--- src/pus_pkg.sv ---
// Constants and types shared by the power-up sequencer files.
package pus_pkg;

   // Core clock period in nanoseconds (50 MHz).
   localparam int CLK_PERIOD_NS = 20;

   // Least time the core supply must stay good before reset is released.
   localparam int POR_FILTER_NS = 361;
   // Cycles for that filter, rounded up; zero if the filter time is zero.
   localparam int POR_FILTER_CYC =
      (POR_FILTER_NS + CLK_PERIOD_NS - 1) / CLK_PERIOD_NS;

   // Digital I/O ready time after power-on reset release (plain default).
   localparam int DIO_READY_NS = 1000;
   // Cycles for the I/O ready time, rounded up.
   localparam int DIO_READY_CYC =
      (DIO_READY_NS + CLK_PERIOD_NS - 1) / CLK_PERIOD_NS;

   // Width of the timing counters.
   localparam int CNT_W = 16;

   // Number of actuation start inputs.
   localparam int START_W = 6;

   // Positions of the pin-side status levels in the qualifier vector.
   localparam int SY_VCC5      = 0;
   localparam int SY_BANDGAP   = 1;
   localparam int SY_DAC_REF   = 2;
   localparam int SY_CORE      = 3;
   localparam int SY_BOOST     = 4;
   localparam int SY_IO        = 5;
   localparam int SY_LOGIC     = 6;
   localparam int SY_CLK_IN    = 7;
   localparam int SY_PLL       = 8;
   localparam int SY_EXT_RST   = 9;
   localparam int SY_PUMP      = 10;
   localparam int SY_GATE_EXT  = 11;
   localparam int SY_W         = 12;

   // Power-up stages of the reference and core supply chain.
   typedef enum logic [2:0] {
      PUS_OFF,
      PUS_BANDGAP,
      PUS_DAC_REF,
      PUS_CORE_REG,
      PUS_POR_HOLD,
      PUS_READY
   } pus_stage_t;

endpackage : pus_pkg

--- src/pus_qualify.sv ---
// Four-flop input qualifier for levels arriving from outside the clock.
`timescale 1ns/100ps
module pus_qualify #(
   parameter int W = 1
) (
   // Clock and reset.
   input  wire logic         core_clk,
   input  wire logic         rstn,
   // Raw levels and qualified levels.
   input  wire logic [W-1:0] raw_in,
   output logic      [W-1:0] qual_out
);
   import pus_pkg::*;

   // All flops of the qualifier in one record.
   typedef struct packed {
      logic [W-1:0] s1;   // First stage, read only by the second.
      logic [W-1:0] s2;   // Second stage.
      logic [W-1:0] s3;   // Third stage.
      logic [W-1:0] q;    // Qualified level.
   } pus_qual_t;

   pus_qual_t st_reg;    // Registered state.
   pus_qual_t st_next;   // Next state.

   // A bit changes only once the second and third stages agree, so a
   // single-cycle glitch past the first stage never reaches the core.
   always_comb
   begin
      st_next    = st_reg;
      st_next.s1 = raw_in;
      st_next.s2 = st_reg.s1;
      st_next.s3 = st_reg.s2;
      st_next.q  = (st_reg.s2 & st_reg.s3) |
                   (st_reg.q & (st_reg.s2 | st_reg.s3));
   end

   // Registers clear to zero, so every level reads as absent at reset.
   always_ff @(posedge core_clk or negedge rstn)
   begin
      if (!rstn)
         st_reg <= '0;
      else
         st_reg <= st_next;
   end

   assign qual_out = st_reg.q;

endmodule // pus_qualify

--- src/pus_sequencer.sv ---
// Power-up sequencer: supply stages, resets, pump, PLL and drive gating.
//
// Function
// - Start bandgap, DAC reference, core regulator in order.
// - Hold power-on reset until core supply good.
// - Start charge pump after reset release, boost present.
// - Use digital pins only with I/O, logic supplies.
// - Start PLL once stable input clock present.
// - Gate regulator off after reset, SPI enables.
// - Gate regulator needs running charge pump.
// - Microcores start boost, then actuation follows starts.
// - Any supply order or ramp starts correctly.
// - Core reset is AND of three resets.
`timescale 1ns/100ps
module pus_sequencer (
   // Clock and reset.
   input  wire logic                        core_clk,
   input  wire logic                        rstn,
   // Supply and reference status levels from the analog monitors.
   input  wire logic                        vcc5_ok,
   input  wire logic                        bandgap_stable,
   input  wire logic                        dac_reference_stable,
   input  wire logic                        core_supply_ok,
   input  wire logic                        boost_supply_ok,
   input  wire logic                        io_supply_ok,
   input  wire logic                        logic_supply_ok,
   input  wire logic                        charge_pump_ok,
   input  wire logic                        gate_supply_external,
   // Clock input and PLL status.
   input  wire logic                        clk_in_stable,
   input  wire logic                        pll_locked,
   // Host pins.
   input  wire logic                        external_reset_n,
   input  wire logic [pus_pkg::START_W-1:0] actuation_start_inputs,
   // Commands from the SPI logic on this clock.
   input  wire logic                        spi_reset_n,
   input  wire logic                        spi_gate_reg_enable,
   input  wire logic                        microcore_enable,
   // Analog enables.
   output logic                             bandgap_en,
   output logic                             dac_reference_en,
   output logic                             core_reg_en,
   output logic                             charge_pump_en,
   output logic                             pll_en,
   output logic                             gate_supply_reg_en,
   output logic                             boost_en,
   // Resets and readiness.
   output logic                             power_on_reset_n,
   output logic                             core_reset_n,
   output logic                             io_enable,
   output logic                             io_ready,
   // Drive side.
   output logic                             microcore_run,
   output logic                             predriver_enable,
   output logic [pus_pkg::START_W-1:0]      actuation_start_out
);
   import pus_pkg::*;

   // Whole sequencer state in one record.
   typedef struct packed {
      pus_stage_t         stage;      // Reference chain stage.
      logic [CNT_W-1:0]   por_cnt;    // Core supply good filter.
      logic [CNT_W-1:0]   dio_cnt;    // Digital I/O ready timer.
      logic               bg_en;      // Bandgap enable.
      logic               dac_en;     // DAC reference enable.
      logic               core_en;    // Core regulator enable.
      logic               por_n;      // Power-on reset, low active.
      logic               rst_n;      // Core reset, low active.
      logic               io_en;      // Digital pads usable.
      logic               io_rdy;     // I/O ready time elapsed.
      logic               cp_en;      // Charge pump enable.
      logic               pll;        // PLL enable.
      logic               gate_cmd;   // Gate regulator request held.
      logic               gate_en;    // Gate regulator running.
      logic               mc;         // Microcores running.
      logic               boost;      // Boost converter enable.
      logic               drv;        // Pre-drivers enabled.
      logic [START_W-1:0] starts;     // Gated start requests.
   } pus_seq_t;

   pus_seq_t          st_reg;   // Registered state.
   pus_seq_t          st_next;  // Next state.
   localparam int     QW = SY_W + START_W;  // Status levels plus start pins.
   logic [QW-1:0]     raw_lv;   // Pin-side levels before qualifying.
   logic [QW-1:0]     lv;       // Qualified levels.
   logic              pads_on;  // I/O and logic supplies present.
   logic              ext_rst;  // External reset seen through the pads.

   // Every pin-side level crosses in through the qualifier.
   assign raw_lv[SY_VCC5]     = vcc5_ok;
   assign raw_lv[SY_BANDGAP]  = bandgap_stable;
   assign raw_lv[SY_DAC_REF]  = dac_reference_stable;
   assign raw_lv[SY_CORE]     = core_supply_ok;
   assign raw_lv[SY_BOOST]    = boost_supply_ok;
   assign raw_lv[SY_IO]       = io_supply_ok;
   assign raw_lv[SY_LOGIC]    = logic_supply_ok;
   assign raw_lv[SY_CLK_IN]   = clk_in_stable;
   assign raw_lv[SY_PLL]      = pll_locked;
   assign raw_lv[SY_EXT_RST]  = external_reset_n;
   assign raw_lv[SY_PUMP]     = charge_pump_ok;
   assign raw_lv[SY_GATE_EXT] = gate_supply_external;
   assign raw_lv[SY_W +: START_W] = actuation_start_inputs;

   // Qualifier for all asynchronous levels, start pins included.
   pus_qualify #(
      .W (QW)
   ) u_qualify (
      .core_clk (core_clk),
      .rstn     (rstn),
      .raw_in   (raw_lv),
      .qual_out (lv)
   );

   // Pads only carry meaning with both their supplies up.
   assign pads_on = lv[SY_IO] & lv[SY_LOGIC];
   // An unpowered pad reads as reset asserted, the safe choice.
   assign ext_rst = pads_on & lv[SY_EXT_RST];

   // Next-state logic. Each stage falls back as soon as anything below it
   // is lost, so any supply order or ramp ends in the same ready state.
   always_comb
   begin
      st_next = st_reg;
      unique case (st_reg.stage)
         PUS_OFF:
         begin
            if (lv[SY_VCC5])
               st_next.stage = PUS_BANDGAP;
         end
         PUS_BANDGAP:
         begin
            if (!lv[SY_VCC5])
               st_next.stage = PUS_OFF;
            else if (lv[SY_BANDGAP])
               st_next.stage = PUS_DAC_REF;
         end
         PUS_DAC_REF:
         begin
            if (!lv[SY_VCC5] || !lv[SY_BANDGAP])
               st_next.stage = PUS_OFF;
            else if (lv[SY_DAC_REF])
               st_next.stage = PUS_CORE_REG;
         end
         PUS_CORE_REG:
         begin
            st_next.por_cnt = '0;
            if (!lv[SY_VCC5] || !lv[SY_BANDGAP] || !lv[SY_DAC_REF])
               st_next.stage = PUS_OFF;
            else if (lv[SY_CORE])
               st_next.stage = PUS_POR_HOLD;
         end
         PUS_POR_HOLD:
         begin
            // The core supply must stay good for the whole filter time.
            if (!lv[SY_VCC5] || !lv[SY_BANDGAP] || !lv[SY_DAC_REF])
               st_next.stage = PUS_OFF;
            else if (!lv[SY_CORE])
               st_next.stage = PUS_CORE_REG;
            else if (st_reg.por_cnt == CNT_W'(POR_FILTER_CYC - 1))
               st_next.stage = PUS_READY;
            else
               st_next.por_cnt = st_reg.por_cnt + 1'b1;
         end
         PUS_READY:
         begin
            if (!lv[SY_VCC5] || !lv[SY_BANDGAP] || !lv[SY_DAC_REF])
               st_next.stage = PUS_OFF;
            else if (!lv[SY_CORE])
               st_next.stage = PUS_CORE_REG;
         end
      endcase

      // Analog enables follow the stage reached in the next cycle.
      st_next.bg_en   = (st_next.stage != PUS_OFF);
      st_next.dac_en  = st_next.bg_en &&
                        (st_next.stage != PUS_BANDGAP);
      st_next.core_en = st_next.dac_en &&
                        (st_next.stage != PUS_DAC_REF);
      st_next.por_n   = (st_next.stage == PUS_READY);

      // Core reset is the AND of all three reset sources.
      st_next.rst_n = st_next.por_n & ext_rst & spi_reset_n;

      // Pump waits for reset release and a usable boost input.
      st_next.cp_en = st_next.por_n & lv[SY_BOOST];
      st_next.io_en = pads_on;
      // PLL runs from the input clock once pads and core are alive.
      st_next.pll = pads_on & st_next.por_n & lv[SY_CLK_IN];

      // I/O ready timer restarts whenever reset or pads drop.
      if (!st_next.por_n || !pads_on)
      begin
         st_next.dio_cnt = '0;
         st_next.io_rdy  = 1'b0;
      end
      else if (st_reg.dio_cnt == CNT_W'(DIO_READY_CYC - 1))
         st_next.io_rdy = 1'b1;
      else
         st_next.dio_cnt = st_reg.dio_cnt + 1'b1;

      // Gate regulator request is held until a core reset; the run also
      // waits for the pump and stays off with an external gate supply.
      if (!st_next.rst_n)
         st_next.gate_cmd = 1'b0;
      else if (spi_gate_reg_enable)
         st_next.gate_cmd = 1'b1;
      st_next.gate_en = st_next.gate_cmd & st_next.cp_en &
                        lv[SY_PUMP] & ~lv[SY_GATE_EXT];

      // Microcores, boost and drivers all die with the core reset.
      st_next.mc    = st_next.rst_n & microcore_enable;
      st_next.boost = st_next.mc;
      st_next.drv   = st_next.mc & st_reg.boost;
      // Starts only act once boost has been running a cycle.
      st_next.starts = (st_next.drv && pads_on) ?
                       lv[SY_W +: START_W] : '0;
   end

   // State register; everything off while the device reset is low.
   always_ff @(posedge core_clk or negedge rstn)
   begin
      if (!rstn)
         st_reg <= '0;
      else
         st_reg <= st_next;
   end

   // Outputs come straight from the state register.
   assign bandgap_en          = st_reg.bg_en;
   assign dac_reference_en    = st_reg.dac_en;
   assign core_reg_en         = st_reg.core_en;
   assign charge_pump_en      = st_reg.cp_en;
   assign pll_en              = st_reg.pll;
   assign gate_supply_reg_en  = st_reg.gate_en;
   assign boost_en            = st_reg.boost;
   assign power_on_reset_n    = st_reg.por_n;
   assign core_reset_n        = st_reg.rst_n;
   assign io_enable           = st_reg.io_en;
   assign io_ready            = st_reg.io_rdy;
   assign microcore_run       = st_reg.mc;
   assign predriver_enable    = st_reg.drv;
   assign actuation_start_out = st_reg.starts;

   // Checks on the sequencing.
   a_ref_order: assert property (@(posedge core_clk) disable iff (!rstn)
      core_reg_en |-> dac_reference_en && bandgap_en)
      else $error("Core regulator on without references.");

   a_por_filter: assert property (@(posedge core_clk) disable iff (!rstn)
      $rose(power_on_reset_n) |-> $past(lv[SY_CORE], 2))
      else $error("Reset released without good core supply.");

   a_pump_gate: assert property (@(posedge core_clk) disable iff (!rstn)
      charge_pump_en |-> power_on_reset_n)
      else $error("Charge pump on while power-on reset held.");

   a_io_pads: assert property (@(posedge core_clk) disable iff (!rstn)
      !$past(pads_on) |-> actuation_start_out == '0 && !pll_en)
      else $error("Pads used without their supplies.");

   a_pll_clock: assert property (@(posedge core_clk) disable iff (!rstn)
      pll_en |-> $past(lv[SY_CLK_IN]))
      else $error("PLL enabled without a stable input clock.");

   a_gate_pump: assert property (@(posedge core_clk) disable iff (!rstn)
      gate_supply_reg_en |-> charge_pump_en && core_reset_n)
      else $error("Gate regulator on without pump or in reset.");

   a_gate_cmd: assert property (@(posedge core_clk) disable iff (!rstn)
      $rose(gate_supply_reg_en) |-> $past(st_reg.gate_cmd) ||
         $past(spi_gate_reg_enable))
      else $error("Gate regulator on without an SPI request.");

   a_core_and: assert property (@(posedge core_clk) disable iff (!rstn)
      !spi_reset_n |=> !core_reset_n && !microcore_run)
      else $error("SPI reset did not reach core reset.");

   a_reset_off: assert property (@(posedge core_clk) disable iff (!rstn)
      !core_reset_n |-> !microcore_run && !predriver_enable &&
         !gate_supply_reg_en)
      else $error("Drive side active during core reset.");

   a_boost_first: assert property (@(posedge core_clk) disable iff (!rstn)
      actuation_start_out != '0 |-> boost_en && $past(boost_en))
      else $error("Actuation before boost converter start.");

   c_full_up: cover property (@(posedge core_clk) disable iff (!rstn)
      $rose(core_reset_n) && lv[SY_PLL]);
   c_gate_on: cover property (@(posedge core_clk) disable iff (!rstn)
      $rose(gate_supply_reg_en));
   c_actuate: cover property (@(posedge core_clk) disable iff (!rstn)
      $rose(predriver_enable) ##[1:20] actuation_start_out != '0);
   c_supply_drop: cover property (@(posedge core_clk) disable iff (!rstn)
      power_on_reset_n ##1 !power_on_reset_n);

endmodule // pus_sequencer
--- config.mk ---
export PLATFORM = sky130hd
export DESIGN_NAME = pus_sequencer
export DESIGN_NICKNAME = d
export VERILOG_FILES = /design/src/pus_pkg.sv /design/src/pus_qualify.sv /design/src/pus_sequencer.sv
export SDC_FILE = /design/constraint.sdc
export NUM_CORES = 1
export LEC_CHECK = 0
export BUFFER_PORTS_ARGS = -buffer_cell sky130_fd_sc_hd__buf_4
export CAP_MARGIN = 20
export CORE_ASPECT_RATIO = 1.75
export CORE_UTILIZATION = 50
export DETAILED_ROUTE_END_ITERATION = 8
export PLACE_DENSITY = 0.69
export SYNTH_ARGS = -nofsm -noshare
export SYNTH_HDL_FRONTEND = slang
export SYNTH_HIERARCHICAL = 1
export SYNTH_SLANG_ARGS = --single-unit
--- constraint.sdc ---
create_clock -name core_clk -period 2.3 [get_ports core_clk]
set_input_delay 0.46 -clock core_clk [delete_from_list [all_inputs] [get_ports core_clk]]
set_output_delay 0.46 -clock core_clk [all_outputs]
set_load 0.03 [all_outputs]
# After elaboration in Yosys (flattened, before gate mapping)
# Index checks and enable logic that the tools add are counted.
# Widths: inputs -> output; s select.
[classes]
addsub = 2
reduce_logical = 16
bitwise = 17
n_eq_ne = 14
n_mux = 24
[ops]
columns = ["cell", "count"]
rows = [
  ["$mux 16", 5],
  ["$and 18x18->18", 2],
  ["$mux 3", 12],
  ["$or 18x18->18", 2],
  ["$add 16x1->16 const B", 2],
  ["$pmux 16 s2", 1],
  ["$pmux 3 s6", 1],
  ["$eq 16x5->1 const B", 1],
  ["$eq 16x6->1 const B", 1],
  ["$and 1x1->1", 12],
  ["$eq 3x3->1 const B", 3],
  ["$eq 3x2->1 const B", 2],
  ["$mux 6", 1],
  ["$ne 2x2->1 const B", 3],
  ["$logic_not 1->1", 5],
  ["$mux 1", 4],
  ["$reduce_and 4->1", 1],
  ["$reduce_bool 2->1", 2],
  ["$eq 3x1->1 const B", 1],
  ["$logic_and 1x1->1", 3],
  ["$logic_not 3->1", 1],
  ["$logic_or 1x1->1", 3],
  ["$ne 3x1->1 const B", 1],
  ["$ne 3x2->1 const B", 1],
  ["3 further kinds", 3],
]
[totals]
in_bits = 23
reg_bits = 126
wordCells = 94
out_inout_bits = 19

# Longest topological paths before layout
# Gate-level depths: netlist of the first run.
[logic_depth]
ltp_word = 12
mapped_depth = 8
mapped_depth_nobuf = 8

# Modules after synthesis
# The synthesis of the first run kept the hierarchy.
[by_module_without_submodules]
columns = ["module", "seq_area_each_um2", "instances", "area_each_um2", "cells_each"]
rows = [
  ["pus_sequencer", 1351.3, 1, 2653.8, 263],
  ["pus_qualify", 1801.7, 1, 2139.6, 108],
]

# Least setup slack after synthesis of the first run
# Ideal clock, no wire load.
[synth_path]
kind = "flip-flop to flip-flop"
startpoint = "register st_reg[53] (netlist bit)"
endpoint = "register st_reg[45] (netlist bit)"
arrival_ns = 1.797
required_ns = 2.171
synth_period_minus_slack_ns = 1.927
setup_ns = 0.129
path_stages_with_launch = 7
slack_ns = 0.373
n_path_buf = 1
cell_sequence = "dfrtp_1 -> buf_2 -> or3b_4 -> o21a_4 -> or4_4 -> xor2_1 -> nor2_2"
[synth_between]
elab_chain_cells = 3
word_cells_on_any_way = 8
cone_classes = "eq/ne (5); mux (1); reduce/logical (2)"
[synth_rtl]
columns = ["item", "line_no", "text"]
rows = [
  ["start, declared", "pus_sequencer.sv:81", "pus_seq_t st_reg;"],
  ["start signal, assigned", "pus_sequencer.sv:225", "st_reg <= st_next;"],
  ["$eq 3x3->1 / $eq 3x2->1 (equally long branches)", "pus_sequencer.sv:124", "unique case (st_reg.stage)"],
  ["$ne 2x1->1 (no line) (tied with other cells)", "--", ""],
  ["$reduce_and 4->1 (no line)", "--", ""],
]
# Parallel ways exist; a longest one is shown, timed or not.
# A chain may end at the register's enable or synchronous reset.

==> results of run 1 <==
## how the worst max path moves through the flow
| stage | end | slack (ns) | cells past startpoint |
|---|---|---|---|
| final | actuation_start_out[3] | 0.21 | 7 |
| after global routing | actuation_start_out[2] | 0.05 | 7 |
| after CTS | actuation_start_out[3] | 0.16 | 7 |
| after detailed placement | actuation_start_out[1] | 0.18 | 7 |
| after global placement | actuation_start_out[1] | 0.24 | 7 |
| after floorplan | st_reg[45] | 0.37 | 6 |
## placed cells by master (no fill, tap or decap), drive strengths merged, types with 4 or more instances in the layout
cell,instances
a21oi,8
and2,8
and3,4
buf,46
clkbuf,19
clkinv,4
clkinvlp,4
dfrtp,122
ha,4
inv,13
maj3,17
nand2,16
nand3,10
nand4,10
nor2,40
nor3,10
nor4,6
o21ai,9
xnor2,15
xor2,11
## cell type report
type                       instances  area share [%]
clock buffer                      19           7.966
timing repair buffer              47           6.616
sequential                       122           54.91
tap                              120           2.700
multi-input combinational        200           24.32
clock inverter                    12           2.678
inverter                          12          0.8101
## power by group
part	total [mW]	switching, mW	leakage (nW)	internal, mW
Combinational	0.227	0.125	0.646	0.101
Clock	2.62	0.901	0.281	1.72
Sequential	2.31	0.0651	1.54	2.24
Total	5.15	1.09	2.47	4.06
## metal layers
layer | vias to the layer above | part of all wire [%]
met5 | - | 0
met4 | 0 | 1.8
met3 | 11 | 5.1
met2 | 69 | 53
met1 | 1354 | 40
li1 | 1278 | -
## metrics by stage
step                      std cells  power [mW]  setup slack, ns  cell area [sq um]
after global placement          500       2.559           0.2357               4959
after floorplan                 365       2.489           0.3735               4674
after global routing            532       5.341          0.04923               5560
after CTS                       532       5.219           0.1639               5560
final                           532       5.152           0.2139               5560
after detailed placement        500       2.571           0.1809               4959
## timing repair
item,4_1_cts,5_1_grt
hold endpoints to repair,22,0
hold buffers,1,0
setup endpoints to repair,0,1
==> key figures, run 1 <==
Run status
  • Outcome: finished clean

Final layout
  • Register area: 3053 sq um
  • Multi-input gate area: around 1400 sq um
  • Final core utilization: approximately three fifths
  • Max reg flops: 36
  • Final nets: 427
  • Area grow syn2layout: 18.95%
  • Antenna fix cells: 0
  • Layout filler cell count: approximately 770
  • Share of layout cells above drive strength 1: about a quarter

Global route
  • Top Usage Layer GRT: met2
  • GR Overflow Total: 0
  • First-pass GRT wire length: around 13 mm
  • All-Layer GR Usage: between 10% and 20%
  • GRT met3 Usage: under 10%
  • Largest net degree at the start of global routing: 67
  • Vias in the first global route: around 2,800
  • Met2 GRT Util: 29.41%
  • Initial antenna violation count: 0
  • Met1 usage in global routing: between 20% and 30%

Critical path
  • Critical path's top delay family: simple AND/OR/NAND/NOR gates
  • Worst Path Max Fanout: 7
  • CP Launch Type: flop
  • Worst-case reg-to-reg path depth: 7
  • Crit path largest cell delay: between 0.5 and 0.6 ns
  • Worst reg2reg startpoint: st_reg[36]
  • Critical Path AT: 2.42 ns
  • Req. time, crit path: roughly 2.6 ns
  • CP Cell Sequence: inv_1, ha_1, nor4b_1, and4b_1, nand4_2, a2111oi_4, and2_1
  • Crit. End Element: flop
  • Setup CP Type: reg2reg
  • Crit path buf inv count: 1
  • Worst Setup SP: st_reg[36]
  • Worst-path cell with the longest stage delay: a2111oi_4
  • R2R Path End: actuation_start_out[3]
  • Flop-to-flop setup slack: 0.21 ns

CTS
  • CTS resizes: 0
  • Clock Sinks: 122
  • TritonCTS clock tree: yes
  • Clock latency on the worst-skew pair: roughly 0.4 ns
  • Setup repair bufs after CTS: 0
  • CTS Buf Count: 17
  • H-tree Lvls: 4
  • Clk buf depth: 2
  • CTS root buffer: clkbuf_16
  • Worst-path clk slew: approximately 0.05 ns

Logic synthesis
  • Warnings from Yosys: 6
  • Syn Area/Cell: around 13 sq um
  • Syn nets: approximately 390
  • Mapped Area: between 4000 and 5000 sq um
  • Gate Count Post-Synth: between 300 and 400

Power and ir drop
  • Peak supply drop: ~600 uV
  • PD cells: between 900 and 1000 nW/um^2
  • Static Leak: 2.470 nW

Route
  • Iter 0 DRT Violations: about 140
  • Routed len/inst: 14.43 microns
  • WL final: around 7.7 mm
  • First-pass DRT Iterations: 4
  • Number of remaining DRC errors: 0
  • ANT nets after route: 0
  • Via count: approximately 2,700
  • DR vias/cell: a little over 5

Timing
  • Slew headroom: between 60% and 70%
  • Clock Skew: 0.006594 ns
  • RSZ-0062 raised after global routing: no
  • Final period utilization: about nine tenths
  • TNS Setup: 0 ns
  • Final setup viols: 0
  • Hold slack final: 0.1635 ns
  • Top achievable clock speed: approximately 480 MHz
  • Final Hold Viols: 0
  • Worst Tran Pin Value: 0.4645 ns
  • Final worst path period need: 2.086 ns
  • Final Max Tran Viols: 0

Placed design
  • Final GP Congestion: about 0.8
  • DP HPWL: 5.110 mm
  • # port buffers: 40

Floorplan
  • Die W: between 70 and 80 microns
  • Io pins: 42
  • Core area: around 9000 sq um
  • Starting density of the core: 51.40%
  • Rows: 46
  • Die height: roughly 130 microns
  • Full die area: between 9000 and 10,000 sq um

Run
  • Max cap viols: 0

Hold path
  • Hold Path Stages: 1
  • Hold Crit Endpoint: u_qualify/st_next[45]
  • Hold Crit Class: in2reg
  • Worst hold start: external_reset_n
Note: power is estimated with default switching activity, not from simulation.
==> inputs of run 2 (changes only) <==
Settings changed: RECOVER_POWER from default to 25.
==> run 2 against run 1 <==
  * First-iteration DRC count grew 2.8%
  * Via count grew 0.41%
  * Hold slack gained 0.020 ns
  * Routed wire length fell by 0.27%
  * Clock skew increased by 0.0013 ns
  * Design area unchanged
  * Critical endpoint unchanged
  * Core utilization stayed put
  * Largest power group unchanged
  * Sequential power hardly changed
  * Global-route usage unchanged
  * Clock power barely moved
==> key figures, run 2 (synthesized netlist as in run 1, its figures left out) <==
Floorplan
  • Full die area: 9755 sq um (unchanged)
  • Die height: 129.9 microns (unchanged)
  • Rows: 46 (unchanged)
  • Core area: 9094 sq um (unchanged)
  • Io pins: 42 (unchanged)
  • Starting density of the core: 51.40% (unchanged)
  • Die W: 75.09 microns (unchanged)

Route
  • WL final: 7.657 mm (was 7.678 mm)
  • First-pass DRT Iterations: 4 (unchanged)
  • Via count: 2,723 (was 2,712)
  • Iter 0 DRT Violations: 145 (was 141)
  • Number of remaining DRC errors: 0 (unchanged)
  • ANT nets after route: 0 (unchanged)
  • Routed len/inst: 14.39 microns (was 14.43 microns)
  • DR vias/cell: 5.118 (was 5.098)

Power and ir drop
  • Seq pwr share: 44.7% (was 44.8%)
  • Static Leak: 2.466 nW (was 2.470 nW)
  • Logic gate share of total power: 4.4% (about the same)
  • Switching share of power: 21.26% (was 21.19%)
  • Int Power: 4.058 mW (was 4.060 mW)
  • Peak supply drop: 614.2 uV (was 612.3 uV)
  • Net Switching: 1.096 mW (was 1.092 mW)
  • Overall power: 5.154 mW (was 5.152 mW)
  • PD cells: 926.9 nW/um^2 (was 926.5 nW/um^2)
  • Clock power frac: 50.9% (was 50.8%)

Critical path
  • Worst Path Max Fanout: 7 (unchanged)
  • CP Launch Type: flop (unchanged)
  • Crit path largest cell delay: 0.52 ns (about the same)
  • Setup CP Type: reg2reg (unchanged)
  • Req. time, crit path: 2.64 ns (about the same)
  • CP Cell Sequence: inv_1, ha_1, nor4b_1, and4b_1, nand4_2, a2111oi_4, and2_1 (unchanged)
  • Crit. End Element: flop (unchanged)
  • Critical Path AT: 2.42 ns (about the same)
  • Worst-path cell with the longest stage delay: a2111oi_4 (unchanged)

Final layout
  • Most frequent cells in the layout: dfrtp_1, nor2_1, buf_4 (was dfrtp_1, buf_4, nor2_1)
  • Area grow syn2layout: 18.95% (unchanged)
  • Final nets: 427 (unchanged)
  • Final core utilization: 61.14% (unchanged)
  • Antenna fix cells: 0 (unchanged)
  • Max reg flops: 36 (unchanged)
  • Commonest non-fill, non-tap cell in the layout: dfrtp_1 (unchanged)
  • Share of layout cells above drive strength 1: 25.00% (unchanged)
  • Layout filler cell count: 766 (unchanged)

Hold path
  • Hold Crit Class: in2reg (unchanged)

Timing
  • Final setup viols: 0 (unchanged)
  • RSZ-0062 raised after global routing: no (unchanged)
  • Final worst path period need: 2.085 ns (was 2.086 ns)
  • Clock Skew: 0.007885 ns (was 0.006594 ns)
  • Worst setup margin: 0.2151 ns (was 0.2139 ns)
  • Final Max Tran Viols: 0 (unchanged)
  • Final period utilization: 90.65% (was 90.70%)
  • Top achievable clock speed: 479.6 MHz (was 479.4 MHz)
  • Worst Tran Pin Value: 0.4653 ns (was 0.4645 ns)
  • TNS Setup: 0 ns (unchanged)
  • Slew headroom: 68.98% (was 69.03%)
  • Hold slack final: 0.1830 ns (was 0.1635 ns)
  • Final Hold Viols: 0 (unchanged)

CTS
  • Clock Sinks: 122 (unchanged)
  • CTS Buf Count: 17 (unchanged)
  • Worst-path clk slew: 0.05 ns (about the same)
  • Clk buf depth: 2 (unchanged)
  • CTS resizes: 0 (unchanged)
  • CTS root buffer: clkbuf_16 (unchanged)
  • H-tree Lvls: 4 (unchanged)
  • TritonCTS clock tree: yes (unchanged)
  • Clock latency on the worst-skew pair: 0.40 ns (about the same)
  • Setup repair bufs after CTS: 0 (unchanged)

Global route
  • Vias in the first global route: 2,763 (unchanged)
  • Largest net degree at the start of global routing: 67 (unchanged)
  • Initial antenna violation count: 0 (unchanged)
  • All-Layer GR Usage: 18.38% (unchanged)
  • First-pass GRT wire length: 12.90 mm (unchanged)
  • GR Overflow Total: 0 (unchanged)

Placed design
  • DP HPWL: 5.110 mm (unchanged)
  • Pre-CTS setup slack: 0.1809 ns (unchanged)
  • # port buffers: 40 (unchanged)
  • Final GP Congestion: 0.8024 (unchanged)

Run status
  • Outcome: finished clean (unchanged)

Run
  • Max cap viols: 0 (unchanged)
-- run 2: metal layers --
| layer | global-route usage, % | vias to the layer above | wire length (microns) |
|---|---|---|---|
| li1 | - | 1279 | - |
| met1 | 20.91 | 1365 | 3055 |
| met2 | 29.41 | 69 | 4088 |
| met3 | 7.799 | 10 | 372 |
| met4 | 8.879 | 0 | 141 |
| met5 | 0 | - | 0 |
-- run 2: worst max-delay path: cells and delay by family, from the launching register on --
family                     cells  cell delay [ns]
and+or+nand+nor                4             0.85
adders and majority gates      1             0.14
AOI/OAI and AO/OA              1             0.52
DFF                            1             0.44
buffers and inverters          1             0.08
-- run 2: per-stage QoR --
stage,instance area (sq um),instances
after floorplan,4674,365
final,5560,532
after CTS,5560,532
after global placement,4959,500
after global routing,5560,532
after detailed placement,4959,500
-- run 2: final timing paths --
| kind | from | endpoint | slack, ns | cells past startpoint |
|---|---|---|---|---|
| setup / recovery | st_reg[36] | actuation_start_out[3] | 0.22 | 7 |
| hold / removal | external_reset_n | u_qualify/st_next[45] | 0.18 | 1 |
| setup reg to reg | st_reg[36] | actuation_start_out[3] | 0.22 | 7 |
| hold reg to reg | u_qualify/st_next[51] | u_qualify/st_next[33] | 0.34 | 0 |
| max in group asynchronous | rstn | st_reg[37] | 1.09 | 3 |
| min in group asynchronous | rstn | st_reg[26] | 0.49 | 2 |
-- run 2: power groups by stage --
stage | Clock [mW] | Sequential [mW] | Combinational, mW
after floorplan | 0 | 2.33 | 0.159
after global placement | 0 | 2.33 | 0.224
after detailed placement | 0 | 2.34 | 0.230
after CTS | 2.68 | 2.31 | 0.233
after global routing | 2.77 | 2.32 | 0.252
final | 2.62 | 2.31 | 0.225
-- run 2: cell type report --
class                           count  area [sq um]  share of cell area (%)
Clock inverter                     12         148.9                   2.678
Sequential cell                   122          3053                   54.91
Timing Repair Buffer               47         367.9                   6.616
Clock buffer                       19         442.9                   7.966
Inverter                           12         45.04                  0.8101
Tap cell                          120         150.1                   2.700
Multi-Input combinational cell    200          1353                   24.32
-- run 2: repair_timing --
action / 4_1_cts / 5_1_grt
hold endpoints to repair: 22 / 0
endpoints found under the setup margin: 0 / 1
hold buffers: 1 / 0
